### src/pkg/mmsac_pkg.sv
// Constants and types shared by the memory-space access control block
package mmsac_pkg;
    localparam logic [7:0] SFR_DPL0 = 8'h82;
    localparam logic [7:0] SFR_DPH0 = 8'h83;
    localparam logic [7:0] SFR_DPL1 = 8'h84;
    localparam logic [7:0] SFR_DPH1 = 8'h85;
    localparam logic [7:0] SFR_DPS = 8'h86;
    localparam logic [7:0] SFR_POWER_AND_CODE_WRITE_CONTROL = 8'h87;
    localparam logic [7:0] SFR_CLOCK_STRETCH_CONTROL = 8'h8e;
    localparam logic [7:0] SFR_CODE_WAIT_STATES = 8'h92;
    localparam logic [7:0] SFR_POINTER0_UPPER_ADDRESS = 8'h93;
    localparam logic [7:0] SFR_POINTER1_UPPER_ADDRESS = 8'h95;
    localparam logic [7:0] SFR_P2 = 8'ha0;
    localparam logic [7:0] SFR_INDIRECT_MOVE_UPPER_ADDRESS = 8'hea;

    localparam logic [7:0] POWER_AND_CODE_WRITE_CONTROL_RST = 8'h00;
    localparam logic [7:0] CODE_WAIT_STATES_RST = 8'h07;
    localparam logic [7:0] DPX_RST = 8'h00;
    localparam logic [7:0] INDIRECT_MOVE_UPPER_ADDRESS_RST = 8'h00;
    localparam logic [7:0] CLOCK_STRETCH_CONTROL_RST = 8'h07;
    localparam logic [7:0] P2_RST = 8'h00;
    localparam logic [7:0] DPS_RST = 8'h00;
    localparam logic [7:0] DP_RST = 8'h00;

    localparam logic [7:0] POWER_AND_CODE_WRITE_CONTROL_MASK = 8'hf8;
    localparam logic [7:0] CODE_WAIT_STATES_MASK = 8'h07;
    localparam logic [7:0] CLOCK_STRETCH_CONTROL_MASK = 8'hc7;
    localparam logic [7:0] DPS_MASK = 8'he1;
    localparam int PWE_BIT = 4;
    localparam int DPS_SEL_BIT = 0;

    localparam logic [7:0] BIT_AREA_BASE = 8'h20;
    localparam logic [7:0] UPPER_BASE = 8'h80;
    localparam logic [7:0] BIT_SFR_MASK = 8'hf8;
    localparam int IRAM_AW = 8;
    localparam int IRAM_DEPTH = 256;

    localparam logic [2:0] CODE_RD_MIN_WAIT = 3'h3;
    localparam logic [2:0] CODE_WR_MIN_WAIT = 3'h3;
    localparam logic [2:0] DATA_MIN_WAIT = 3'h2;

    typedef enum logic [0:0] {
        ID_IDLE = 1'b0,
        ID_DATA = 1'b1
    } mmsac_id_e;

    typedef enum logic [1:0] {
        ACC_IDLE = 2'b00,
        ACC_CODE_RD = 2'b01,
        ACC_DATA = 2'b10,
        ACC_CODE_WR = 2'b11
    } mmsac_acc_e;
endpackage : mmsac_pkg

### src/mmsac_core.sv
// Internal data space, SFR decode, code and external memory access sequencing
`timescale 1ns/1ps
`default_nettype none
module mmsac_core (
    input wire logic clk,
    input wire logic srst,
    input wire logic [1:0] bankSel,
    input wire logic idReq,
    input wire logic idWrite,
    input wire logic idIndirect,
    input wire logic idBit,
    input wire logic idRegAccess,
    input wire logic [7:0] idAddr,
    input wire logic [7:0] idWdata,
    output logic idReady,
    output logic idValid_q,
    output logic [7:0] idRdata_q,
    output logic extSfrRead,
    output logic extSfrWrite,
    output logic [7:0] extSfrAddr,
    output logic [7:0] extSfrWdata,
    input wire logic [7:0] extSfrRdata,
    input wire logic codeReq,
    input wire logic [15:0] codeReqAddr,
    input wire logic mxReq,
    input wire logic mxWrite,
    input wire logic mxUseDptr,
    input wire logic [7:0] mxRiValue,
    input wire logic [7:0] mxWdata,
    output logic accReady,
    output logic accDone_q,
    output logic [7:0] accRdata_q,
    output logic [15:0] codeAddr_q,
    output logic codeRd_q,
    output logic codeWr_q,
    output logic [7:0] codeWdata_q,
    input wire logic [7:0] codeRdata,
    output logic [23:0] xAddr_q,
    output logic xRd_q,
    output logic xWr_q,
    output logic [7:0] xWdata_q,
    input wire logic [7:0] xRdata,
    output logic [15:0] activeDataPointer
);
    logic [7:0] pconQ, wtstQ, ckconQ, dpx0Q, dpx1Q, mxaxQ, p2Q, dpsQ;
    logic [7:0] dpl0Q, dph0Q, dpl1Q, dph1Q;
    mmsac_pkg::mmsac_id_e idState_q;
    logic [7:0] tgtAddr_q, tgtAddrD;
    logic tgtSfr_q, tgtSfrD, isBit_q, isWrite_q;
    logic [2:0] bitPos_q;
    logic [7:0] wdata_q;
    logic [7:0] ramAddr, ramRdata, ramWdata, oldByte, newByte, localSfrData;
    logic ramWe, localHit, sfrWe;
    mmsac_pkg::mmsac_acc_e accState_q;
    logic [2:0] accCnt_q;
    logic [15:0] mxLowAddr;

    function automatic logic [2:0] clampWait(input logic [2:0] val, input logic [2:0] floor);
        clampWait = (val < floor) ? floor : val;
    endfunction : clampWait

    function automatic logic [7:0] bitMask(input logic [2:0] pos);
        bitMask = 8'h01 << pos;
    endfunction : bitMask

    // Target decode for the incoming request
    always_comb begin
        tgtAddrD = idAddr;
        tgtSfrD = 1'b0;
        if (idRegAccess) begin
            tgtAddrD = {3'h0, bankSel, idAddr[2:0]};
        end else if (idBit) begin
            if (idAddr[7]) begin
                tgtAddrD = idAddr & mmsac_pkg::BIT_SFR_MASK;
                tgtSfrD = 1'b1;
            end else begin
                tgtAddrD = mmsac_pkg::BIT_AREA_BASE + {4'h0, idAddr[6:3]};
            end
        end else begin
            tgtSfrD = !idIndirect && (idAddr >= mmsac_pkg::UPPER_BASE);
        end
    end

    assign idReady = (idState_q == mmsac_pkg::ID_IDLE);

    always_ff @(posedge clk) begin
        if (srst) begin
            idState_q <= mmsac_pkg::ID_IDLE;
            tgtAddr_q <= 8'h00;
            tgtSfr_q <= 1'b0;
            isBit_q <= 1'b0;
            isWrite_q <= 1'b0;
            bitPos_q <= 3'h0;
            wdata_q <= 8'h00;
        end else begin
            case (idState_q)
                mmsac_pkg::ID_IDLE: begin
                    if (idReq) begin
                        idState_q <= mmsac_pkg::ID_DATA;
                        tgtAddr_q <= tgtAddrD;
                        tgtSfr_q <= tgtSfrD;
                        isBit_q <= idBit;
                        isWrite_q <= idWrite;
                        bitPos_q <= idAddr[2:0];
                        wdata_q <= idWdata;
                    end
                end
                mmsac_pkg::ID_DATA: begin
                    idState_q <= mmsac_pkg::ID_IDLE;
                end
                default: begin
                    idState_q <= mmsac_pkg::ID_IDLE;
                end
            endcase
        end
    end

    // Local SFR read mux; reserved bits read zero
    always_comb begin
        localHit = 1'b1;
        case (tgtAddr_q)
            mmsac_pkg::SFR_DPL0: localSfrData = dpl0Q;
            mmsac_pkg::SFR_DPH0: localSfrData = dph0Q;
            mmsac_pkg::SFR_DPL1: localSfrData = dpl1Q;
            mmsac_pkg::SFR_DPH1: localSfrData = dph1Q;
            mmsac_pkg::SFR_DPS: localSfrData = dpsQ;
            mmsac_pkg::SFR_POWER_AND_CODE_WRITE_CONTROL: localSfrData = pconQ;
            mmsac_pkg::SFR_CLOCK_STRETCH_CONTROL: localSfrData = ckconQ;
            mmsac_pkg::SFR_CODE_WAIT_STATES: localSfrData = wtstQ;
            mmsac_pkg::SFR_POINTER0_UPPER_ADDRESS: localSfrData = dpx0Q;
            mmsac_pkg::SFR_POINTER1_UPPER_ADDRESS: localSfrData = dpx1Q;
            mmsac_pkg::SFR_P2: localSfrData = p2Q;
            mmsac_pkg::SFR_INDIRECT_MOVE_UPPER_ADDRESS: localSfrData = mxaxQ;
            default: begin
                localSfrData = 8'h00;
                localHit = 1'b0;
            end
        endcase
    end

    // Bit writes are read-modify-write on the whole byte
    always_comb begin
        if (!tgtSfr_q) begin
            oldByte = ramRdata;
        end else if (localHit) begin
            oldByte = localSfrData;
        end else begin
            oldByte = extSfrRdata;
        end
        if (isBit_q) begin
            newByte = wdata_q[0] ? (oldByte | bitMask(bitPos_q)) : (oldByte & ~bitMask(bitPos_q));
        end else begin
            newByte = wdata_q;
        end
    end

    wire logic inData = (idState_q == mmsac_pkg::ID_DATA);
    // Whole lower and upper RAM, scratchpad and stack included, in one array
    assign ramAddr = inData ? tgtAddr_q : tgtAddrD;
    assign ramWe = inData && isWrite_q && !tgtSfr_q;
    assign ramWdata = newByte;
    assign sfrWe = inData && isWrite_q && tgtSfr_q && localHit;
    assign extSfrRead = inData && tgtSfr_q && !localHit;
    assign extSfrWrite = inData && isWrite_q && tgtSfr_q && !localHit;
    assign extSfrAddr = tgtAddr_q;
    assign extSfrWdata = newByte;

    mmsac_iram uIram (
        .clk(clk),
        .we(ramWe),
        .addr(ramAddr),
        .wdata(ramWdata),
        .rdata_q(ramRdata)
    );

    always_ff @(posedge clk) begin
        if (srst) begin
            idValid_q <= 1'b0;
            idRdata_q <= 8'h00;
        end else begin
            idValid_q <= inData;
            if (inData) begin
                idRdata_q <= isBit_q ? {7'h00, oldByte[bitPos_q]} : oldByte;
            end
        end
    end

    // Local SFR storage
    always_ff @(posedge clk) begin
        if (srst) begin
            pconQ <= mmsac_pkg::POWER_AND_CODE_WRITE_CONTROL_RST;
            wtstQ <= mmsac_pkg::CODE_WAIT_STATES_RST;
            ckconQ <= mmsac_pkg::CLOCK_STRETCH_CONTROL_RST;
            dpx0Q <= mmsac_pkg::DPX_RST;
            dpx1Q <= mmsac_pkg::DPX_RST;
            mxaxQ <= mmsac_pkg::INDIRECT_MOVE_UPPER_ADDRESS_RST;
            p2Q <= mmsac_pkg::P2_RST;
            dpsQ <= mmsac_pkg::DPS_RST;
            dpl0Q <= mmsac_pkg::DP_RST;
            dph0Q <= mmsac_pkg::DP_RST;
            dpl1Q <= mmsac_pkg::DP_RST;
            dph1Q <= mmsac_pkg::DP_RST;
        end else if (sfrWe) begin
            case (tgtAddr_q)
                mmsac_pkg::SFR_DPL0: dpl0Q <= newByte;
                mmsac_pkg::SFR_DPH0: dph0Q <= newByte;
                mmsac_pkg::SFR_DPL1: dpl1Q <= newByte;
                mmsac_pkg::SFR_DPH1: dph1Q <= newByte;
                mmsac_pkg::SFR_DPS: dpsQ <= newByte & mmsac_pkg::DPS_MASK;
                mmsac_pkg::SFR_POWER_AND_CODE_WRITE_CONTROL: pconQ <= newByte & mmsac_pkg::POWER_AND_CODE_WRITE_CONTROL_MASK;
                mmsac_pkg::SFR_CLOCK_STRETCH_CONTROL: ckconQ <= newByte & mmsac_pkg::CLOCK_STRETCH_CONTROL_MASK;
                mmsac_pkg::SFR_CODE_WAIT_STATES: wtstQ <= newByte & mmsac_pkg::CODE_WAIT_STATES_MASK;
                mmsac_pkg::SFR_POINTER0_UPPER_ADDRESS: dpx0Q <= newByte;
                mmsac_pkg::SFR_POINTER1_UPPER_ADDRESS: dpx1Q <= newByte;
                mmsac_pkg::SFR_P2: p2Q <= newByte;
                mmsac_pkg::SFR_INDIRECT_MOVE_UPPER_ADDRESS: mxaxQ <= newByte;
                default: begin
                end
            endcase
        end
    end

    wire logic ptrSel = dpsQ[mmsac_pkg::DPS_SEL_BIT];
    wire logic progWriteEnable = pconQ[mmsac_pkg::PWE_BIT];
    assign activeDataPointer = ptrSel ? {dph1Q, dpl1Q} : {dph0Q, dpl0Q};
    assign mxLowAddr = mxUseDptr ? activeDataPointer : {p2Q, mxRiValue};

    // Pending writes are not queued; the core waits on accReady
    assign accReady = (accState_q == mmsac_pkg::ACC_IDLE);

    always_ff @(posedge clk) begin
        if (srst) begin
            accState_q <= mmsac_pkg::ACC_IDLE;
            accCnt_q <= 3'h0;
            accDone_q <= 1'b0;
            accRdata_q <= 8'h00;
            codeAddr_q <= 16'h0000;
            codeRd_q <= 1'b0;
            codeWr_q <= 1'b0;
            codeWdata_q <= 8'h00;
            xAddr_q <= 24'h000000;
            xRd_q <= 1'b0;
            xWr_q <= 1'b0;
            xWdata_q <= 8'h00;
        end else begin
            accDone_q <= 1'b0;
            case (accState_q)
                mmsac_pkg::ACC_IDLE: begin
                    if (mxReq) begin
                        if (mxWrite && progWriteEnable) begin
                            accState_q <= mmsac_pkg::ACC_CODE_WR;
                            codeAddr_q <= mxLowAddr;
                            codeWdata_q <= mxWdata;
                            codeWr_q <= 1'b1;
                            accCnt_q <= clampWait(ckconQ[2:0], mmsac_pkg::CODE_WR_MIN_WAIT);
                        end else begin
                            accState_q <= mmsac_pkg::ACC_DATA;
                            xAddr_q <= {mxUseDptr ? (ptrSel ? dpx1Q : dpx0Q) : mxaxQ, mxLowAddr};
                            xWdata_q <= mxWdata;
                            xWr_q <= mxWrite;
                            xRd_q <= !mxWrite;
                            accCnt_q <= clampWait(ckconQ[2:0], mmsac_pkg::DATA_MIN_WAIT);
                        end
                    end else if (codeReq) begin
                        accState_q <= mmsac_pkg::ACC_CODE_RD;
                        codeAddr_q <= codeReqAddr;
                        codeRd_q <= 1'b1;
                        accCnt_q <= clampWait(wtstQ[2:0], mmsac_pkg::CODE_RD_MIN_WAIT);
                    end
                end
                mmsac_pkg::ACC_CODE_RD, mmsac_pkg::ACC_DATA, mmsac_pkg::ACC_CODE_WR: begin
                    if (accCnt_q == 3'h0) begin
                        accState_q <= mmsac_pkg::ACC_IDLE;
                        accDone_q <= 1'b1;
                        codeRd_q <= 1'b0;
                        codeWr_q <= 1'b0;
                        xRd_q <= 1'b0;
                        xWr_q <= 1'b0;
                        if (codeRd_q) begin
                            accRdata_q <= codeRdata;
                        end else if (xRd_q) begin
                            accRdata_q <= xRdata;
                        end
                    end else begin
                        accCnt_q <= accCnt_q - 3'h1;
                    end
                end
                default: begin
                    accState_q <= mmsac_pkg::ACC_IDLE;
                end
            endcase
        end
    end
endmodule : mmsac_core
`default_nettype wire

### src/mmsac_iram.sv
// Internal data RAM with registered read data
`timescale 1ns/1ps
`default_nettype none
module mmsac_iram (
    input wire logic clk,
    input wire logic we,
    input wire logic [mmsac_pkg::IRAM_AW-1:0] addr,
    input wire logic [7:0] wdata,
    output logic [7:0] rdata_q
);
    logic [7:0] mem [0:mmsac_pkg::IRAM_DEPTH-1];

    // No reset on the array; contents are undefined until written
    always_ff @(posedge clk) begin
        if (we) begin
            mem[addr] <= wdata;
        end
        rdata_q <= mem[addr];
    end
endmodule : mmsac_iram
`default_nettype wire

### config.mk
export PLATFORM = sky130hd
export DESIGN_NAME = mmsac_core
export DESIGN_NICKNAME = d
export VERILOG_FILES = /design/src/pkg/mmsac_pkg.sv /design/src/mmsac_core.sv /design/src/mmsac_iram.sv
export SDC_FILE = /design/constraint.sdc
export NUM_CORES = 2
export LEC_CHECK = 0
export BUFFER_PORTS_ARGS = -buffer_cell sky130_fd_sc_hd__buf_2
export CAP_MARGIN = 5
export CORE_MARGIN = 2
export CORE_UTILIZATION = 56
export CTS_CLUSTER_SIZE = 28
export DETAILED_ROUTE_END_ITERATION = 7
export PLACE_DENSITY = 0.75
export SLEW_MARGIN = 20
export SYNTH_ARGS = -nofsm -noshare
export SYNTH_HDL_FRONTEND = slang
export SYNTH_HIERARCHICAL = 1
export SYNTH_SLANG_ARGS = --single-unit
### constraint.sdc
create_clock -name clk -period 15.3 [get_ports clk]
set_input_delay 4.59 -clock clk [delete_from_list [all_inputs] [get_ports clk]]
set_output_delay 4.59 -clock clk [all_outputs]
set_load 0.02 [all_outputs]
# Word level (Yosys, flattened, before mapping)
# Memory sizes are Yosys's and may differ from the RTL's. A register that Yosys moved wholly into a read port is not among the register bits.
# Index checks and enable logic that the tools add are counted.
# totals
word_cells,170
register_bits,187
mem_count,1
ram_bits,2048
# op_classes
eq_ne,24
mux,56
reduce_logical,42
magnitude_cmp,5
n_bitwise,6
addsub,2
shift,1
# memory_table
memory,words,width,rd,rd_clocked_by_memory_dff,write_ports,line_no,text
uIram.mem,256,8,1,1,1,mmsac_iram.sv:11,logic [7:0] mem [0:mmsac_pkg::IRAM_DEPTH-1];
# op_table
op,count
2-to-1 mux 8 bit,13
"== test 8 bit, second input constant",12
case mux 8 bit (12 select lines),1
2-to-1 mux 16 bit,5
AND reduction 2 bit,15
2-to-1 mux 3 bit,7
AND reduction 3 bit,7
2-to-1 mux 1 bit,19
"!= test 2 bit, second input constant",6
OR reduction 12 bit,1
case mux 1 bit (2 select lines),5
logical AND 1 bit,9
"< comparator 3 x 2 -> 1 bit, second input constant",3
bitwise AND 8 bit,1
">= comparator 8 bit, second input constant",1
NOT 8 bit,1
OR 8 bit,1
"<< shifter 1 x 3 -> 8 bit, first input constant",1
"adder 6 x 4 -> 7 bit, first input constant",1
2-to-1 mux 2 bit,3
case mux 3 bit (2 select lines),1
"== test 2 bit, second input constant",2
logical NOT 1 bit,4
"< comparator 3 x 4 -> 1 bit, second input constant",1
other kinds (12),16

# Longest topological paths before layout
# logic_depth
word_depth,8
mapped_depth,15

# Cells and area by module
# Netlist, hierarchy kept.
# by_module_without_submodules
mod,cells_each,seq_area_each_um2,n_inst,area_per_inst_um2
mmsac_iram,3547,61659.1,1,78492.8
mmsac_core,1165,3743.6,1,9320.2

# Least setup slack after synthesis
# Ideal clock, no wire load.
# synth_path
path_kind,input to output
from,in extSfrRdata[1]
to,out extSfrWdata[1]
n_path_buf,0
required_time_ns,10.710
arrival_time_ns,11.351
slack_ns,-0.641
stages,4
cell_sequence,o21ai_0 -> nor4_1 -> o32ai_1 -> o311ai_2
# synth_via
elab_chain_len,5
elab_cells_between_ends,6
classes_between,mux (4); bitwise (2)
# synth_lines
item,line_no,text
start: declaration,mmsac_core.sv:22,"input wire logic [7:0] extSfrRdata,"
2-to-1 mux 8 bit *,mmsac_core.sv:145,end else if (localHit) begin
2-to-1 mux 8 bit *,mmsac_core.sv:143,if (!tgtSfr_q) begin
bitwise AND 8 bit or OR 8 bit (tied branches),mmsac_core.sv:151,newByte = wdata_q[0] ? (oldByte | bitMask(bitPos_q)) : (oldByte & ~bitMask(bitPos_q));
2-to-1 mux 8 bit *,mmsac_core.sv:151,
2-to-1 mux 8 bit *,mmsac_core.sv:150,if (isBit_q) begin
end: declaration,mmsac_core.sv:21,"output logic [7:0] extSfrWdata,"
# Every way passes the cells marked *; elsewhere a longest branch is shown, timed or not.

# Worst setup path in the final report
# layout_path
from,in extSfrRdata[2]
to,out extSfrWdata[2]
# Same word-level chain as after synthesis.

==> Flow_metrics.wiki <==
{| class="wikitable"
! Metric !! Value
|-
| Run status || finished clean
|-
| Clock tree from TritonCTS || built
|-
| Kind of end point of the critical path || output pin
|-
| Most frequently used flop master after synthesis || edfxtp_1
|-
| Clock-pin slew on the worst setup and hold paths || 0.06 ns
|-
| Global-route congestion overflow total || 0
|-
| HPWL reported at the end of detailed placement || 128 mm
|-
| Cell area after synthesis || 0.0878 mm2
|-
| Mapped Nets || 4,799
|-
| Crit Path Category || input pin to output pin
|-
| Final max-slew violation count || 0
|-
| Placed Cells || 6,768
|-
| Antenna viol nets, final || 0
|-
| Final Hold Viols || 0
|-
| Root Buffer || clkbuf_16
|-
| Maximum number of pins on one net before global-route repair || 221
|-
| Final routed wirelength across all metal layers || 217 mm
|-
| Full die area || 0.160 mm2
|-
| Count of clock tree sinks || 2,243
|-
| Die height || 400 um
|-
| Fraction of final layout cells sized beyond drive strength 1 || 24.1%
|-
| GP Congestion || 0.960
|-
| Later-pin clock latency in the skew report || 0.85 ns
|-
| Total of warnings raised by yosys || 6
|-
| Critical Path Start Type || input pin
|-
| Post-route DRC violation count || 0
|-
| Critical-path cell list || buf_2, o21ai_0, nor4_1, o41ai_1, o311ai_4, buf_4, buf_2
|-
| Cell depth of the worst flop-to-flop path || 10
|-
| Die width || 400 um
|-
| Vias/cell || 6.62
|-
| Data required time at the worst endpoint || 10.71 ns
|-
| EDFF count, synth || 2,048
|-
| Shortest clock period the worst path allows after layout || 11.17 ns
|-
| I/O Pins || 199
|-
| Initial core utilization || 56.3%
|-
| Hold path startpoint || xAddr_q[12]$_SDFFE_PP0P_
|-
| Core Area || 0.156 mm2
|-
| Utilization after layout || 62.7%
|-
| Global-route total usage across every layer || 27.1%
|-
| Relative slew slack || 14.8%
|-
| Worst hold path stage count || 2
|-
| Crit Reg-Reg Startpoint || idState_q$_SDFF_PP0_
|-
| Placement row count || 145
|-
| Flops & latches, synth || 2,243
|-
| Hold_buf cts || 0
|-
| Max H-tree Level || 4
|-
| Post-route clock skew || 0.0423 ns
|-
| Cts bufs inserted || 212
|-
| Leakage dissipation || 30.6 nW
|-
| Arrival time of data at the critical path endpoint || 6.58 ns
|-
| Post-synthesis cell count || 4,712
|-
| First-pass GRT wire length || 315 mm
|-
| R2r endpoint || uIram/rdata_q[0]$_DFF_P_
|-
| Proportion of synthesized flip-flops having asynchronous set or reset || 0%
|-
| Number of antenna violations at the first check in global routing || 3
|-
| Highest clock rate || 89.6 MHz
|-
| Max Buffers Root-to-Sink || 3
|-
| CP max stage delay || 0.74 ns
|-
| Worst-case vdd ir drop || 0.000124 V
|-
| Worst hold path class || flip-flop to flip-flop
|-
| Count of placed standard cells in the final layout, fillers left out || 7,161
|-
| Unrepaired setup endpoints after global routing || no
|-
| Final number of setup-violating endpoints || 0
|-
| Number of max-cap violations || 0
|-
| Synthesis-to-finish area growth || 11.4%
|-
| Worst-path maximum fanout || 17
|-
| Routed wire per std cell || 30.3 um
|-
| Setup TNS || 0 ns
|-
| Fin nets || 5,012
|-
| PortBufs || 198
|-
| Highest-delay cell along the critical path || o311ai_4
|-
| CTS resizes || 0
|-
| Count of TritonRoute iterations in the first routing pass || 7
|-
| Worst-Margin Slew || 1.28 ns
|-
| Number of distinct library cell variants in the gate-level netlist after synthesis || 73
|-
| Seq/Total Area, Yosys || 74.5%
|-
| Most Frequent Cell on Critical Path || buf_2
|-
| Final Cycle Share || 73.0%
|-
| Terminating pin of the worst hold path || xAddr_q[12]$_SDFFE_PP0P_
|-
| Post-Syn Area per Cell || 18.6 um2
|-
| Reg-to-reg setup timing slack || 9.57 ns
|-
| Total power per unit cell area || 133 mW/mm2
|-
| Detailed Route Iter0 Violations || 6,229
|-
| Count of buffers added by post-CTS timing repair for setup || 0
|-
| Via Count || 47.4k
|-
| Vias in the first global route || 46.3k
|}
==> cell type report <==
type                       instances  area [um2]
fill                           10500       58200
tap                             2058        2570
inverter                          13        56.3
antenna                            1        2.50
clock inverter                   119        1020
multi-input combinational       2129       21100
timing repair buffer             326        2080
clock buffer                     272        5600
sequential                      2243       65400
==> cell usage in the layout, fill, tap and decap left out, types with 8 or more instances in the layout <==
cell type  Yosys  layout
mux2i_1       41      41
mux2_2        44      44
nand2_1      246     245
clkbuf_16      0     213
clkinv_2       0      38
nand3b_1      14      14
a22oi_1      275     275
o21ai_0       24      23
a21oi_1      274     271
and2_1        16      12
inv_1         13      12
nor2b_1       19      16
or2_2         10       9
dfxtp_1      195     195
nor3b_1       10       9
bufinv_16      0      12
nand3_1       64      64
a211oi_1      48      48
buf_12         0       8
buf_4         16     118
nor3_1        33      29
inv_6          0      10
o41ai_1       34      23
and3_1        12      12
buf_2         44     198
clkbuf_1     220      54
clkinv_1       0      44
edfxtp_1    2048    2048
nand2b_1      16      15
nand4_1       12      12
mux4_2       512     512
a31oi_1        8       8
nor2_1       334     333
o41ai_2        0      11
==> registers in the layout, summed over array words and instances, names as in the netlist, 4 cells and up <==
| name | flops |
|---|---|
| uIram/mem | 2048 |
| mxaxQ | 8 |
| dpx1Q | 8 |
| uIram/rdata_q | 8 |
| dpl0Q | 8 |
| dpx0Q | 8 |
| dph1Q | 8 |
| dph0Q | 8 |
| xAddr_q | 24 |
| wdata_q | 8 |
| p2Q | 8 |
| extSfrAddr | 8 |
| idRdata_q | 8 |
| ckconQ | 5 |
| dpl1Q | 8 |
| codeAddr_q | 16 |
| dpsQ | 4 |
| accRdata_q | 8 |
| xWdata_q | 8 |
| pconQ | 5 |
| codeWdata_q | 8 |
==> metrics by stage <==
step                total power, mW  instance area, um2  setup slack [ns]  hold slack (ns)
floorplan                      7.73               87800              2.00            0.428
global placement               8.06               91100              4.18            0.437
detailed placement             8.09               91200              4.15            0.445
CTS                            13.1               97800              4.14            0.454
global route                   13.4               97900              4.02            0.469
finish                         13.0               97900              4.13            0.454
==> cells in the mapped netlist, types with 44 or more instances <==
library cell  count  area, um2
a21oi_1         274       1370
buf_2            44        220
nand3_1          64        320
mux2_2           44        495
edfxtp_1       2048      61500
a22oi_1         275       2060
dfxtp_1         195       3900
a211oi_1         48        360
nor2_1          334       1250
clkbuf_1        220        826
nand2_1         246        923
mux4_2          512      11500
==> power breakdown <==
| group | leakage [nW] | internal [mW] | switching, mW | total [mW] |
|---|---|---|---|---|
| clock network | 3.23 | 2.79 | 2.24 | 5.03 |
| registers | 20.1 | 6.80 | 0.0307 | 6.83 |
| logic | 7.22 | 0.397 | 0.753 | 1.15 |
==> critical path: cells and delay by family <==
family	cells	cell delay, ns
AND/OR/NAND/NOR	1	0.29
AO/OA/AOI/OAI	3	1.05
buffers and inverters	3	0.63
==> metal layers <==
metal,up-vias,global-route usage [%],part of all wire [%]
li1,19600,-,-
met1,24500,38.0,37
met2,2765,42.0,48
met3,479,6.92,11
met4,6,9.56,3.5
met5,-,0,0.019
==> cell families after synthesis <==
family | count (synthesis) | synth area share (%)
AOI/OAI and AO/OA | 715 | 5.45
xor gates and xnor gates | 1 | 0.00998
adders and majority gates | 2 | 0.0285
buffers and inverters | 340 | 1.72
DFF | 2243 | 74.5
muxes | 597 | 14.2
and+or+nand+nor | 814 | 4.14
==> worst max-delay path by stage <==
stage                   start              to  slack [ns]  cells after the start
6_report       extSfrRdata[2]  extSfrWdata[2]        4.13                      7
4_1_cts        extSfrRdata[2]  extSfrWdata[2]        4.14                      7
3_5_place_dp   extSfrRdata[2]  extSfrWdata[2]        4.15                      7
2_1_floorplan  extSfrRdata[1]  extSfrWdata[1]        2.00                      4
3_3_place_gp   extSfrRdata[2]  extSfrWdata[2]        4.18                      7
5_1_grt        extSfrRdata[2]  extSfrWdata[2]        4.02                      7
No activity file was read; power rests on OpenSTA's default activity.
